**config.mk**
```make
export PLATFORM = sky130hd
export DESIGN_NAME = lsd_top
export DESIGN_NICKNAME = d
export VERILOG_FILES = /design/src/verilog/lsd_pkg.sv /design/src/verilog/lsd_onset_flag.sv /design/src/verilog/lsd_drv_status.sv /design/src/verilog/lsd_top.sv
export SDC_FILE = /design/constraint.sdc
export NUM_CORES = 1
export LEC_CHECK = 0
export ABC_AREA = 1
export ABC_CLOCK_PERIOD_IN_PS = 1400
export BUFFER_PORTS_ARGS = -buffer_cell sky130_fd_sc_hd__buf_2
export CORE_AREA = 8 8 84 86
export DETAILED_ROUTE_END_ITERATION = 10
export DIE_AREA = 0 0 92 94
export GPL_ROUTABILITY_DRIVEN = 0
export GPL_TIMING_DRIVEN = 0
export HOLD_SLACK_MARGIN = 0.03
export PLACE_DENSITY_LB_ADDON = 0.05
export RECOVER_POWER = 50
export SETUP_SLACK_MARGIN = 0.1
export SLEW_MARGIN = 10
export SYNTH_ARGS = -nofsm -noshare
export SYNTH_HDL_FRONTEND = slang
export SYNTH_SLANG_ARGS = --single-unit
```
**constraint.sdc**
```tcl
create_clock -name sys_clk -period 1.4 [get_ports sys_clk]
set_clock_uncertainty 0.2 [all_clocks]
set_input_delay 0 -clock sys_clk [delete_from_list [all_inputs] [get_ports sys_clk]]
set_output_delay 0 -clock sys_clk [all_outputs]
set_load 0.05 [all_outputs]
```
**src/verilog/lsd_pkg.sv**
```systemverilog
package lsd_pkg;

   // Register offsets on the die-to-die register port
   localparam logic [7:0] LSD_OFS_CONTROL = 8'h30;
   localparam logic [7:0] LSD_OFS_STATUS  = 8'h31;
   localparam logic [7:0] LSD_OFS_UNLOCK  = 8'h32;

   // Unlock key value that opens driver control
   localparam logic [3:0] LSD_UNLOCK_KEY  = 4'h5;

   // Control register field positions
   localparam int LSD_CTL_DRV1_EN     = 0;
   localparam int LSD_CTL_DRV2_EN     = 1;
   localparam int LSD_CTL_DRV1_PWM_EN = 2;
   localparam int LSD_CTL_DRV2_PWM_EN = 3;
   localparam int LSD_CTL_DRV1_SEL    = 4;
   localparam int LSD_CTL_DRV2_SEL    = 5;
   localparam int LSD_CTL_OT_IRQ_EN   = 7;

   // Status register field positions
   localparam int LSD_ST_DRV1_OL = 0;
   localparam int LSD_ST_DRV2_OL = 1;
   localparam int LSD_ST_DRV1_CL = 2;
   localparam int LSD_ST_DRV2_CL = 3;
   localparam int LSD_ST_OT      = 7;

   // Values after reset and writable bits
   localparam logic [7:0] LSD_CONTROL_RESET = 8'h00;
   localparam logic [7:0] LSD_CONTROL_WMASK = 8'hBF;
   localparam logic [3:0] LSD_UNLOCK_RESET  = 4'h0;
   localparam logic [7:0] LSD_RDATA_RESET   = 8'h00;

   // Overtemperature protection states
   typedef enum logic [1:0] {
      LSD_PROT_RUN      = 2'b00,
      LSD_PROT_OT_HOT   = 2'b01,
      LSD_PROT_OT_WAIT  = 2'b10
   } lsd_prot_t;

endpackage

```
**src/verilog/lsd_onset_flag.sv**
```systemverilog
`timescale 1ns/1ps
module lsd_onset_flag (
   // Clock and reset
   input  logic sys_clk,
   input  logic rst_b,
   // Condition and flag control
   input  logic cond,
   input  logic set_en,
   input  logic clear,
   // Results
   output logic onset,
   output logic flag
);

   typedef struct packed {
      logic prev;
      logic flag;
   } lsd_onset_state_t;

   lsd_onset_state_t state_q;
   lsd_onset_state_t state_d;

   // Rising edge of the condition only; a held condition never re-arms
   assign onset = cond & ~state_q.prev;
   assign flag  = state_q.flag;

   // Set beats clear so an onset in the clearing cycle survives
   always_comb begin
      state_d      = state_q;
      state_d.prev = cond;
      state_d.flag = (onset & set_en) | (state_q.flag & ~clear);
   end

   always_ff @(posedge sys_clk or negedge rst_b) begin
      if (!rst_b) begin
         state_q <= '0;
      end else begin
         state_q <= state_d;
      end
   end

endmodule

```
**src/verilog/lsd_drv_status.sv**
```systemverilog
`timescale 1ns/1ps
module lsd_drv_status (
   // Clock and reset
   input  logic sys_clk,
   input  logic rst_b,
   // Driver state and analog indications
   input  logic drv_on,
   input  logic open_load_raw,
   input  logic current_limit_raw,
   // Qualified status
   output logic open_load,
   output logic current_limited
);

   typedef struct packed {
      logic open_load;
      logic current_limited;
   } lsd_drv_state_t;

   lsd_drv_state_t state_q;
   lsd_drv_state_t state_d;

   // Open-load sensing is blind while the driver is off, PWM off phase too
   always_comb begin
      state_d                 = state_q;
      state_d.open_load       = open_load_raw & drv_on;
      state_d.current_limited = current_limit_raw;
   end

   always_ff @(posedge sys_clk or negedge rst_b) begin
      if (!rst_b) begin
         state_q <= '0;
      end else begin
         state_q <= state_d;
      end
   end

   assign open_load       = state_q.open_load;
   assign current_limited = state_q.current_limited;

endmodule

```
**src/verilog/lsd_top.sv**
```systemverilog
`timescale 1ns/1ps
module lsd_top (
   // Clock and reset
   input  logic       sys_clk,
   input  logic       rst_b,
   // Die-to-die register port
   input  logic [7:0] reg_addr,
   input  logic       reg_wr,
   input  logic       reg_rd,
   input  logic [7:0] reg_wdata,
   output logic [7:0] reg_rdata,
   // Operating mode
   input  logic       normal_mode,
   // Analog protection and sense indications
   input  logic       overtemp_raw,
   input  logic       drv1_open_load_raw,
   input  logic       drv2_open_load_raw,
   input  logic       drv1_current_limit_raw,
   input  logic       drv2_current_limit_raw,
   // Shared PWM channels
   input  logic       pwm_ch0,
   input  logic       pwm_ch1,
   // Voltage status side
   input  logic       regulator_overvoltage,
   input  logic       regulator_overvoltage_irq_en,
   input  logic       vsr_cond_read,
   output logic       regulator_overvoltage_cond,
   output logic       regulator_overvoltage_irq,
   // Interrupt module side
   input  logic       sink_irq_mask_bit,
   output logic       sink_overtemp_irq_flag,
   output logic       sink_irq_req,
   // Driver gates and unlock indication
   output logic       drv1_out,
   output logic       drv2_out,
   output logic       control_unlocked
);

   // Top-level registered state in one word; the flag and status instances keep their own
   typedef struct packed {
      logic [7:0]         ctrl;
      logic [3:0]         key;
      lsd_pkg::lsd_prot_t prot;
      logic [7:0]         rdata;
      logic               drv1;
      logic               drv2;
      logic               ov_cond;
      logic               ov_irq;
      logic               ot_irq;
   } lsd_top_state_t;

   // Present and next state
   lsd_top_state_t state_q;
   lsd_top_state_t state_d;

   // Decoded register strobes
   logic       wr_control;
   logic       wr_unlock;
   logic       rd_status;
   // Permission terms
   logic       key_ok;
   logic       drive_allowed;
   // Flag module results
   logic       ov_onset;
   logic       ov_flag;
   logic       ot_flag;
   // Qualified driver status
   logic       drv1_ol;
   logic       drv2_ol;
   logic       drv1_cl;
   logic       drv2_cl;
   logic [7:0] status_word;

   // PWM gate for one driver: pass-through when PWM is off
   function automatic logic lsd_pwm_gate(input logic pwm_en, input logic sel,
                                         input logic ch0, input logic ch1);
      logic ch;
      ch = sel ? ch1 : ch0;
      return pwm_en ? ch : 1'b1;
   endfunction

   // Gate for one driver from its enable and the shared conditions
   function automatic logic lsd_drive(input logic en, input logic allowed, input logic pwm_ok);
      return en & allowed & pwm_ok;
   endfunction

   // Strobe qualified by an exact offset; writes elsewhere fall away
   function automatic logic lsd_hit(input logic strobe, input logic [7:0] addr, input logic [7:0] ofs);
      return strobe & (addr == ofs);
   endfunction

   // Address decode of the register strobes
   // Status offset takes no write; a stray write there is dropped
   assign wr_control = lsd_hit(reg_wr, reg_addr, lsd_pkg::LSD_OFS_CONTROL);
   assign wr_unlock  = lsd_hit(reg_wr, reg_addr, lsd_pkg::LSD_OFS_UNLOCK);
   assign rd_status  = lsd_hit(reg_rd, reg_addr, lsd_pkg::LSD_OFS_STATUS);

   // Only the exact key opens control
   // All four bits compared, so a partial or stray write never unlocks
   assign key_ok = (state_q.key == lsd_pkg::LSD_UNLOCK_KEY);

   // Common permission: key, no thermal or supply fault, Normal mode
   // Faults act on the live inputs, so the very next gate update is blocked
   assign drive_allowed = key_ok
                        & (state_q.prot == lsd_pkg::LSD_PROT_RUN)
                        & ~overtemp_raw
                        & ~regulator_overvoltage
                        & normal_mode;

   // Overvoltage onset detector and interrupt flag
   // Enable sampled at onset only; enabling later raises no late interrupt
   lsd_onset_flag u_ov_flag (
      .sys_clk (sys_clk),
      .rst_b   (rst_b),
      .cond    (regulator_overvoltage),
      .set_en  (regulator_overvoltage_irq_en),
      .clear   (vsr_cond_read),
      .onset   (ov_onset),
      .flag    (ov_flag)
   );

   // Overtemperature source latch for the interrupt module
   // Latched whatever the mask; masking only gates the request
   lsd_onset_flag u_ot_flag (
      .sys_clk (sys_clk),
      .rst_b   (rst_b),
      .cond    (overtemp_raw),
      .set_en  (1'b1),
      .clear   (rd_status),
      .onset   (),
      .flag    (ot_flag)
   );

   // Per-driver status qualification
   // Open load gated by the registered gate, not the enable bit, so PWM off phases stay quiet; current limit is not gated
   lsd_drv_status u_drv1_status (
      .sys_clk           (sys_clk),
      .rst_b             (rst_b),
      .drv_on            (state_q.drv1),
      .open_load_raw     (drv1_open_load_raw),
      .current_limit_raw (drv1_current_limit_raw),
      .open_load         (drv1_ol),
      .current_limited   (drv1_cl)
   );

   // Second driver mirrors the first
   lsd_drv_status u_drv2_status (
      .sys_clk           (sys_clk),
      .rst_b             (rst_b),
      .drv_on            (state_q.drv2),
      .open_load_raw     (drv2_open_load_raw),
      .current_limit_raw (drv2_current_limit_raw),
      .open_load         (drv2_ol),
      .current_limited   (drv2_cl)
   );

   // Status word assembly; unused bits read as zero
   // Bit 7 is live; bits 3:0 lag their raw inputs by one cycle
   always_comb begin
      status_word                         = 8'h00;
      status_word[lsd_pkg::LSD_ST_OT]     = overtemp_raw;
      status_word[lsd_pkg::LSD_ST_DRV2_CL] = drv2_cl;
      status_word[lsd_pkg::LSD_ST_DRV1_CL] = drv1_cl;
      status_word[lsd_pkg::LSD_ST_DRV2_OL] = drv2_ol;
      status_word[lsd_pkg::LSD_ST_DRV1_OL] = drv1_ol;
   end

   // Next state of registers, protection and drivers
   // Later assignments win, so hardware faults come after software writes
   always_comb begin
      state_d = state_q;

      // Control register write; bit 6 stays zero
      if (wr_control) begin
         state_d.ctrl = reg_wdata & lsd_pkg::LSD_CONTROL_WMASK;
      end
      // Supply fault wins over a write to the enables
      if (regulator_overvoltage) begin
         state_d.ctrl[lsd_pkg::LSD_CTL_DRV1_EN] = 1'b0;
         state_d.ctrl[lsd_pkg::LSD_CTL_DRV2_EN] = 1'b0;
      end

      // Key write; an overvoltage onset relocks so software must rewrite it
      if (wr_unlock) begin
         state_d.key = reg_wdata[3:0];
      end
      if (ov_onset) begin
         state_d.key = lsd_pkg::LSD_UNLOCK_RESET;
      end

      // Thermal shutdown holds until a control write after cooling
      // Hot: fault present; wait: cooled but still off until control is written
      // A write while still hot is ignored, so software cannot fight the fault
      case (state_q.prot)
         lsd_pkg::LSD_PROT_RUN: begin
            if (overtemp_raw) begin
               state_d.prot = lsd_pkg::LSD_PROT_OT_HOT;
            end
         end
         lsd_pkg::LSD_PROT_OT_HOT: begin
            if (!overtemp_raw) begin
               state_d.prot = lsd_pkg::LSD_PROT_OT_WAIT;
            end
         end
         lsd_pkg::LSD_PROT_OT_WAIT: begin
            if (overtemp_raw) begin
               state_d.prot = lsd_pkg::LSD_PROT_OT_HOT;
            end else if (wr_control) begin
               state_d.prot = lsd_pkg::LSD_PROT_RUN;
            end
         end
         default: begin
            state_d.prot = lsd_pkg::LSD_PROT_OT_HOT;
         end
      endcase

      // Driver gates, registered for glitch-free outputs
      // One cycle from the PWM, mode and fault inputs to the gates, two from a register write; PWM edges are delayed alike
      state_d.drv1 = lsd_drive(state_q.ctrl[lsd_pkg::LSD_CTL_DRV1_EN], drive_allowed,
                               lsd_pwm_gate(state_q.ctrl[lsd_pkg::LSD_CTL_DRV1_PWM_EN],
                                            state_q.ctrl[lsd_pkg::LSD_CTL_DRV1_SEL],
                                            pwm_ch0, pwm_ch1));
      state_d.drv2 = lsd_drive(state_q.ctrl[lsd_pkg::LSD_CTL_DRV2_EN], drive_allowed,
                               lsd_pwm_gate(state_q.ctrl[lsd_pkg::LSD_CTL_DRV2_PWM_EN],
                                            state_q.ctrl[lsd_pkg::LSD_CTL_DRV2_SEL],
                                            pwm_ch0, pwm_ch1));

      // Supply fault status and interrupts as registered copies
      // Request also needs the interrupt enable in control bit 7
      state_d.ov_cond = regulator_overvoltage;
      state_d.ov_irq  = ov_flag;
      state_d.ot_irq  = ot_flag & sink_irq_mask_bit
                      & state_q.ctrl[lsd_pkg::LSD_CTL_OT_IRQ_EN];

      // Read data captured on the read strobe, held otherwise
      // Only side effect of a read is the status flag clear
      if (reg_rd) begin
         case (reg_addr)
            lsd_pkg::LSD_OFS_CONTROL: begin
               state_d.rdata = state_q.ctrl;
            end
            lsd_pkg::LSD_OFS_STATUS: begin
               state_d.rdata = status_word;
            end
            lsd_pkg::LSD_OFS_UNLOCK: begin
               state_d.rdata = {4'h0, state_q.key};
            end
            default: begin
               state_d.rdata = 8'h00;   // Unmapped reads return zero
            end
         endcase
      end
   end

   // State register
   // Reset branch holds constants only
   always_ff @(posedge sys_clk or negedge rst_b) begin
      if (!rst_b) begin
         state_q.ctrl    <= lsd_pkg::LSD_CONTROL_RESET;
         state_q.key     <= lsd_pkg::LSD_UNLOCK_RESET;
         state_q.prot    <= lsd_pkg::LSD_PROT_RUN;
         state_q.rdata   <= lsd_pkg::LSD_RDATA_RESET;
         state_q.drv1    <= 1'b0;
         state_q.drv2    <= 1'b0;
         state_q.ov_cond <= 1'b0;
         state_q.ov_irq  <= 1'b0;
         state_q.ot_irq  <= 1'b0;
      end else begin
         state_q <= state_d;
      end
   end

   // Outputs straight from flip-flops
   // Unlock indication decodes the key register alone, so it cannot glitch on inputs
   assign reg_rdata                  = state_q.rdata;
   assign drv1_out                   = state_q.drv1;
   assign drv2_out                   = state_q.drv2;
   assign regulator_overvoltage_cond = state_q.ov_cond;
   assign regulator_overvoltage_irq  = state_q.ov_irq;
   assign sink_overtemp_irq_flag     = ot_flag;
   assign sink_irq_req               = state_q.ot_irq;
   assign control_unlocked           = key_ok;

endmodule

```
; Word-level counts from Yosys, hierarchy flattened
; Index checks and enable logic that the tools add are counted.
[word_totals]
regBits = 33
input_bits = 32
out_inout_bits = 15
wordCells = 72
[op_classes]
n_eq_ne = 9
n_mux = 14
bitwise = 28
reduce_logical = 4
[ops]
columns = cell, count
row1 = equality test 8 x 6 -> 1 bit (second input constant), 3
row2 = case mux 8 bit (3 select lines), 1
row3 = AND 1 bit, 20
row4 = two-way mux 2 bit, 6
row5 = two-way mux 4 bit, 2
row6 = inverter 1 bit, 6
row7 = case mux 2 bit (3 select lines), 1
row8 = equality test 4 x 3 -> 1 bit (second input constant), 1
row9 = two-way mux 1 bit, 4
row10 = != test 2 bit (second input constant), 2
row11 = nonzero test 2 bit, 2
row12 = != test 3 bit (second input constant), 1
row13 = AND reduction 3 bit, 1
row14 = equality test 2 x 1 -> 1 bit (second input constant), 1
row15 = equality test 2 bit (second input constant), 1
row16 = logical NOT 2 bit, 1
row17 = bitwise OR 1 bit, 2

; Logic depth before layout (Yosys ltp)
; Gate-level depths: netlist of run 1.
[logic_depth]
ltp_word = 7
mapped_depth = 8
depth_no_buf = 8

; By module
; Synthesis of run 1 repeated with hierarchy kept, for this count alone.
[unflattened]
hier_cells = 180
area_unflattened_um2 = 1594.0
[by_module_without_submodules]
columns = module, instances, cells_per_inst, area_each_um2, seq_area_each_um2
row1 = lsd_top, 1, 154, 1323.8, 625.6
row2 = lsd_onset_flag, 2, 9, 77.6, 50.0
row3 = lsd_drv_status, 2, 4, 57.6, 50.0

; Worst setup path after synthesis of run 1
; No wires, ideal clock.
[synth_timing]
kind = flip-flop to flip-flop
from = register state_q[18] (netlist bit)
to = register state_q, in the netlist drv1_out
setup_time_ps = 76
arrival_time_ps = 1801
t_required_ps = 1124
path_slack_ps = -677
stages_incl_launch_ff = 4
n_path_buf = 0
period_less_slack_ps = 2077
cell_sequence = dfrtp_1 > nor3_1 > nand2_1 > nor2_1
[synth_rtl]
columns = item, line
row1 = start: declaration, lsd_top.sv:53  ; lsd_top_state_t state_q;
row2 = start signal: assignment, lsd_top.sv:269  ; state_q <= state_d;

; Worst setup path in the final report of run 1
[layout_timing]
from = register state_q[18] (netlist bit)
to = output control_unlocked
[layout_between]
elab_chain_cells = 1
[layout_lines]
columns = item, line
row1 = equality test 4 x 3 -> 1 bit, lsd_top.sv:100  ; assign key_ok = (state_q.key == lsd_pkg::LSD_UNLOCK_KEY);
row2 = end: declaration, lsd_top.sv:36  ; output logic control_unlocked
; No other way between the ends.

==> results of run 1 <==
==> cell usage after synthesis <==
library cell / number / area, um2
o31ai_1: 1 / 7.510
or2_2: 1 / 6.260
o21ai_1: 2 / 10.01
nand2_4: 1 / 11.26
o22ai_1: 1 / 6.260
nand3_1: 25 / 125.1
nor2_2: 1 / 6.260
conb_1: 1 / 3.750
buf_2: 2 / 10.01
inv_1: 18 / 67.56
a21oi_1: 1 / 5.000
buf_6: 2 / 22.52
nand3_2: 1 / 10.01
o21ai_0: 11 / 55.05
nor3_1: 2 / 10.01
and2_2: 1 / 7.510
nand2_2: 3 / 18.77
nand4_1: 4 / 25.02
nor2_4: 1 / 11.26
inv_2: 4 / 15.01
nor2_8: 1 / 20.02
dfrtp_1: 32 / 800.8
nor2_1: 5 / 18.77
buf_4: 8 / 60.06
nand2_1: 45 / 168.9
==> timing repair <==
action / 4_1_cts / 5_1_grt
setup endpoints to repair: 1 / 10
setup buffers: 3 / 1
hold buffers: 23 / 0
gates resized for setup: 3 / 4
hold endpoints to repair: 63 / 0
pin swaps: 1 / 1
==> stage by stage <==
step | hold WS (ps) | util [%] | cells | setup slack [ps]
5_1_grt | 36.07 | 38.74 | 327 | 30.32
3_5_place_dp | -90.61 | 31.90 | 292 | 149.0
6_report | -16.72 | 38.74 | 327 | 67.68
4_1_cts | -8.843 | 38.39 | 326 | 44.82
2_1_floorplan | -495.6 | - | 174 | 6.471
3_3_place_gp | -97.93 | 31.90 | 292 | 187.8
==> layer usage <==
metal  wire length (um)  up-vias  global-route usage [%]  share of wire, %
met5                  0        -                       0                 0
met4                 51        0                   4.430               1.3
met3                247        7                   3.517               6.2
met2               1877       37                   15.91                47
met1               1817      590                   11.60                46
li1                   -      700                       -                 -
==> worst min-delay path by stage <==
| stage | endpoint |
|---|---|
| 5_1_grt | state_q[24]$_DFFE_PN0P_ |
| 4_1_cts | reg_rdata[4]$_DFFE_PN0P_ |
| 2_1_floorplan | drv1_out$_DFF_PN0_ |
| 6_report | state_q[24]$_DFFE_PN0P_ |
| 3_3_place_gp | regulator_overvoltage_irq$_DFF_PN0_ |
| 3_5_place_dp | u_ov_flag.flag$_DFF_PN0_ |
==> layout make-up <==
class                      instances  area (um2)
clock buffer                       5       68.82
clock inverter                     3       42.54
multi-input combinational        108       555.5
inverter                          22       82.58
timing repair buffer              70       481.7
fill                             619        3520
buffer                            12       98.84
tap                               75       93.84
sequential                        32       802.0
==> cells by family after synthesis <==
| logic type | Yosys count | share of synthesized area [%] |
|---|---|---|
| simple gates | 91 | 29.23 |
| buf+inv | 34 | 11.66 |
| flops | 32 | 53.29 |
| compound gates | 16 | 5.579 |
| other cells | 1 | 0.2496 |
==> worst max-delay path: cells and delay by family (launching register included) <==
| kind | cells | cell delay [ps] |
|---|---|---|
| flip-flops | 1 | 420 |
| AND/OR/NAND/NOR | 1 | 230 |
| buffers and inverters | 1 | 190 |
==> where the power goes <==
part / internal (mW) / switching [mW]
Combinational: 0.106 / 0.139
Sequential: 0.954 / 0.0146
Clock: 0.526 / 0.364
==> placed cells by master, fill, tap and decap left out, types with 2 or more instances in the layout <==
cell type      count
buf_2             37
buf_4             12
buf_6              4
clkbuf_1           2
clkbuf_2           3
clkbuf_8           5
dfrtp_1           31
dlygate4sd3_1     23
inv_1             17
inv_2              5
nand2_1           44
nand2_2            4
nand3_1           25
nand4_1            4
nor2_1             5
o21ai_0           11
o21ai_1            2
==> run metrics, run 1 <==
slew margin rel. 46.57%; WL final 3993 um; Hold Slack -16.72 ps; violated checks negative hold slack; Final Hold Fails 2; Mapped Avg Cell Area 8.636 um2; IO Pins 47; vias in the first global route 1,400; Reg2Reg Setup Slack 140 ps; HP Start reg_addr[3]; initial DRC count 45; Total Nets Final 283; critical path fanouts, max 3; Cell Pwr Density 945.3 mW/mm2; Vias/cell 4.080; Max Cap Viol 0; minimum clock period 1332 ps; Clock Sinks 32; # port buffers 43; H-tree depth 2; via count 1,334; DPL Wire Length 2995 um; Register-to-Register Path Depth 4; Area growth syn-to-layout 48.13%; hold path depth 7; leakage power 1.196 nW; setup TNS 0 ps; CTS Buf Count 5; FMAX 750.6 MHz; Unique masters post-synth 25; aggregate global routing overflow 0; CP Capture Type output port; RSZ-0062 raised after global routing yes; CTS root buf clkbuf_8; placed cell area 0.001833 mm2; Seq cells post-synth 32; Die Area 0.008648 mm2; largest net degree at the start of global routing 33; first-pass GRT wire length 6741 um; max FFs per register 13; Cell Chain, Critical Path nor3_4 -> buf_6; Pins Over Slew Limit 0; n_diodes 0; register with the most flip-flops state_q; Die Y 94 um; status complete, but fails checks; crit-path max cell delay 420 ps; final instance area 0.002226 mm2; Hold WC Path Type in2reg; core area 0.005746 mm2; Crit-path slowest cell dfrtp_1; RR Endpoint drv1_out$_DFF_PN0_; Max clock buf depth 2; Tcrit/Tclk final 95.17%; starting density of the core 26.15%; cell count after synthesis 174; synthesized cell area 0.001503 mm2; Worst-path clk slew 80 ps; gr usage total 9.887%; initial antenna violation count 0; Critical Path Source state_q[18]$_DFFE_PN0P_; Std-Cell Rows 28; crit path DAT 1130 ps; crit path kind reg2out; yosys warns 0; r2r startpoint state_q[18]$_DFFE_PN0P_; Peak VDD IR 0.4128 mV; layout cells sized above 1 33.33%; Net Count, Synth 206; final setup fails 0; Worst Max-Slew Pin Slew 801.4 ps; Die X 92 um; crit path to control_unlocked; sequential area share after synthesis 53.29%; DRC 0; post-DR wirelength/cell 12.21 um; worst path required time 1200 ps; Critical Path Source Type flop; clk_lat worst skew 290 ps; number of detailed-route iterations in the first pass 6; CTS tree yes; overall power 2.104 mW; Routed Antenna Nets 0
(Power assumes the default switching activity.)
==> run 2: changes to the inputs <==
--- a/config.mk
+++ b/config.mk
@@ -14,7 +14,7 @@
 export GPL_ROUTABILITY_DRIVEN = 0
 export GPL_TIMING_DRIVEN = 0
 export HOLD_SLACK_MARGIN = 0.03
-export PLACE_DENSITY_LB_ADDON = 0.05
+export PLACE_DENSITY_LB_ADDON = 0.2
 export RECOVER_POWER = 50
 export SETUP_SLACK_MARGIN = 0.1
 export SLEW_MARGIN = 10
==> run 2 against run 1 <==
Net effect:
- the flow still finishes with violations (negative hold slack)
- die area stayed put
- fmax decreased by 1.8%
- final area rose by 0.67%
- cell count rose by 1.5%
- via count rose by 0.82%
- combinational power up 2%
- worst hold slack worse by 25 ps
- power down 6.3%
- global-route usage is 0.081 points lower
- critical endpoint unchanged
- highest routed layer unchanged
==> run metrics, run 2 (same netlist as run 1, synthesis figures left out) <==
vias in the first global route 1,378; first-pass GRT wire length 6610 um; number of detailed-route iterations in the first pass 4; Hold Slack -41.62 ps; leading cell type in the layout, fill and taps excluded nand2_1; CTS Buf Count 5; final setup fails 0; starting density of the core 26.15%; gr usage total 9.806%; RSZ-0062 raised after global routing yes; # port buffers 43; register with the most flip-flops state_q; Tcrit/Tclk final 96.92%; max FFs per register 13; DRC 0; initial DRC count 26; Routed Antenna Nets 0; layout cells sized above 1 33.85%; core area 0.005746 mm2; WL final 3868 um; aggregate global routing overflow 0; Cell Pwr Density 879.7 mW/mm2; Max Cap Viol 0; CTS tree yes; FMAX 737.0 MHz; Clock Sinks 32; slew margin rel. 46.00%; crit path DAT 1160 ps; hold_buf cts 25; initial antenna violation count 0; worst path required time 1200 ps; Worst-path clk slew 70 ps; n_diodes 0; Total Nets Final 288; M1 GR Usage 11.90%; Worst Max-Slew Pin Slew 810.1 ps; clk_lat worst skew 290 ps; largest net degree at the start of global routing 33; Vias/cell 4.051; post-DR wirelength/cell 11.65 um; via count 1,345; crit path kind reg2out; Die Y 94 um; Area growth syn-to-layout 49.13%; most frequent cells in the layout nand2_1, buf_2, dfrtp_1; Max clock buf depth 2; GRT met3 Usage 4.476%; sequential cell area 802.0 um2; CTS root buf clkbuf_8; violated checks negative hold slack; CP Capture Type output port; H-tree depth 2; Multi-input gate area 550.5 um2; Peak VDD IR 0.3261 mV; Final Hold Fails 2; Pins Over Slew Limit 0; minimum clock period 1357 ps; leakage power 1.231 nW; status complete, but fails checks; Non-Filler Instances 332; Die Area 0.008648 mm2; dpl cells 292; critical path fanouts, max 3; Die X 92 um; Critical Path Source Type flop; IO Pins 47; grt peak-use layer met2; routing usage on met2 14.90%; Std-Cell Rows 28; DPL Wire Length 2846 um; fill count 604; overall power 1.971 mW; Hold WC Path Type in2reg
run 2: cell types whose count changed in the layout (fill, tap and decap cells not counted), sizes merged:
cell,change
buf,+2
dlymetal6s4s,+1
clkbuf,+3
clkinvlp,-1
clkinv,+1
bufinv,-1
run 2: worst max-delay path, cell delays in order (launching register included):
cell	delay [ps]
dfrtp_1	430
nor3_4	240
buf_6	190
run 2: cell type report:
type	count	area share, %
tap	75	4.188
clock buffer	6	3.685
inverter	22	3.685
sequential	32	35.79
timing repair buffer	75	23.28
buffer	12	4.355
clock inverter	2	0.4467
multi-input combinational	108	24.57
run 2: worst paths after layout:
check                      slack, ps                                  end  depth (start not counted)                      startpoint
setup reg to reg                 210              state_q[15]$_DFFE_PN0P_                          4  u_ov_flag.state_q[1]$_DFF_PN0_
setup / recovery                  40                     control_unlocked                          2         state_q[18]$_DFFE_PN0P_
min in group asynchronous        130             u_ov_flag.flag$_DFF_PN0_                          2                           rst_b
max in group asynchronous        310       u_ov_flag.state_q[1]$_DFF_PN0_                          2                           rst_b
hold reg to reg                  180  regulator_overvoltage_irq$_DFF_PN0_                          0        u_ov_flag.flag$_DFF_PN0_
hold / removal                   -40             reg_rdata[4]$_DFFE_PN0P_                          6                     reg_addr[3]
run 2: per-stage QoR:
| stage | setup slack [ps] | hold slack [ps] | setup TNS, ps | area (um2) | util, % |
|---|---|---|---|---|---|
| 4_1_cts | 31.78 | -23.74 | 0 | 2182 | 37.98 |
| 2_1_floorplan | 6.471 | -495.6 | 0 | 1524 | - |
| 3_3_place_gp | 164.1 | -95.29 | 0 | 1833 | 31.90 |
| 5_1_grt | -24.73 | 8.473 | -24.73 | 2241 | 39.00 |
| 3_5_place_dp | 188.0 | -95.20 | 0 | 1833 | 31.90 |
| 6_report | 43.07 | -41.62 | 0 | 2241 | 39.00 |
run 2: per-layer routing:
layer	share of wire, %	wire length [um]	up-vias
li1	-	-	708
met1	47	1833	599
met2	45	1732	33
met3	6.4	247	5
met4	1.4	55	0
met5	0	0	-
run 2: what timing repair did:
item,4_1_cts,5_1_grt
endpoints found under the setup margin,1,10
hold endpoints to repair,63,1
gates resized for setup,2,5
pin swaps,0,2
setup buffers,0,8
run 2: power breakdown:
group          internal (mW)  switching [mW]  total, mW  leakage [nW]
clock                  0.392           0.361      0.753        0.0510
sequential             0.954          0.0142      0.969         0.405
combinational          0.112           0.138      0.250         0.776
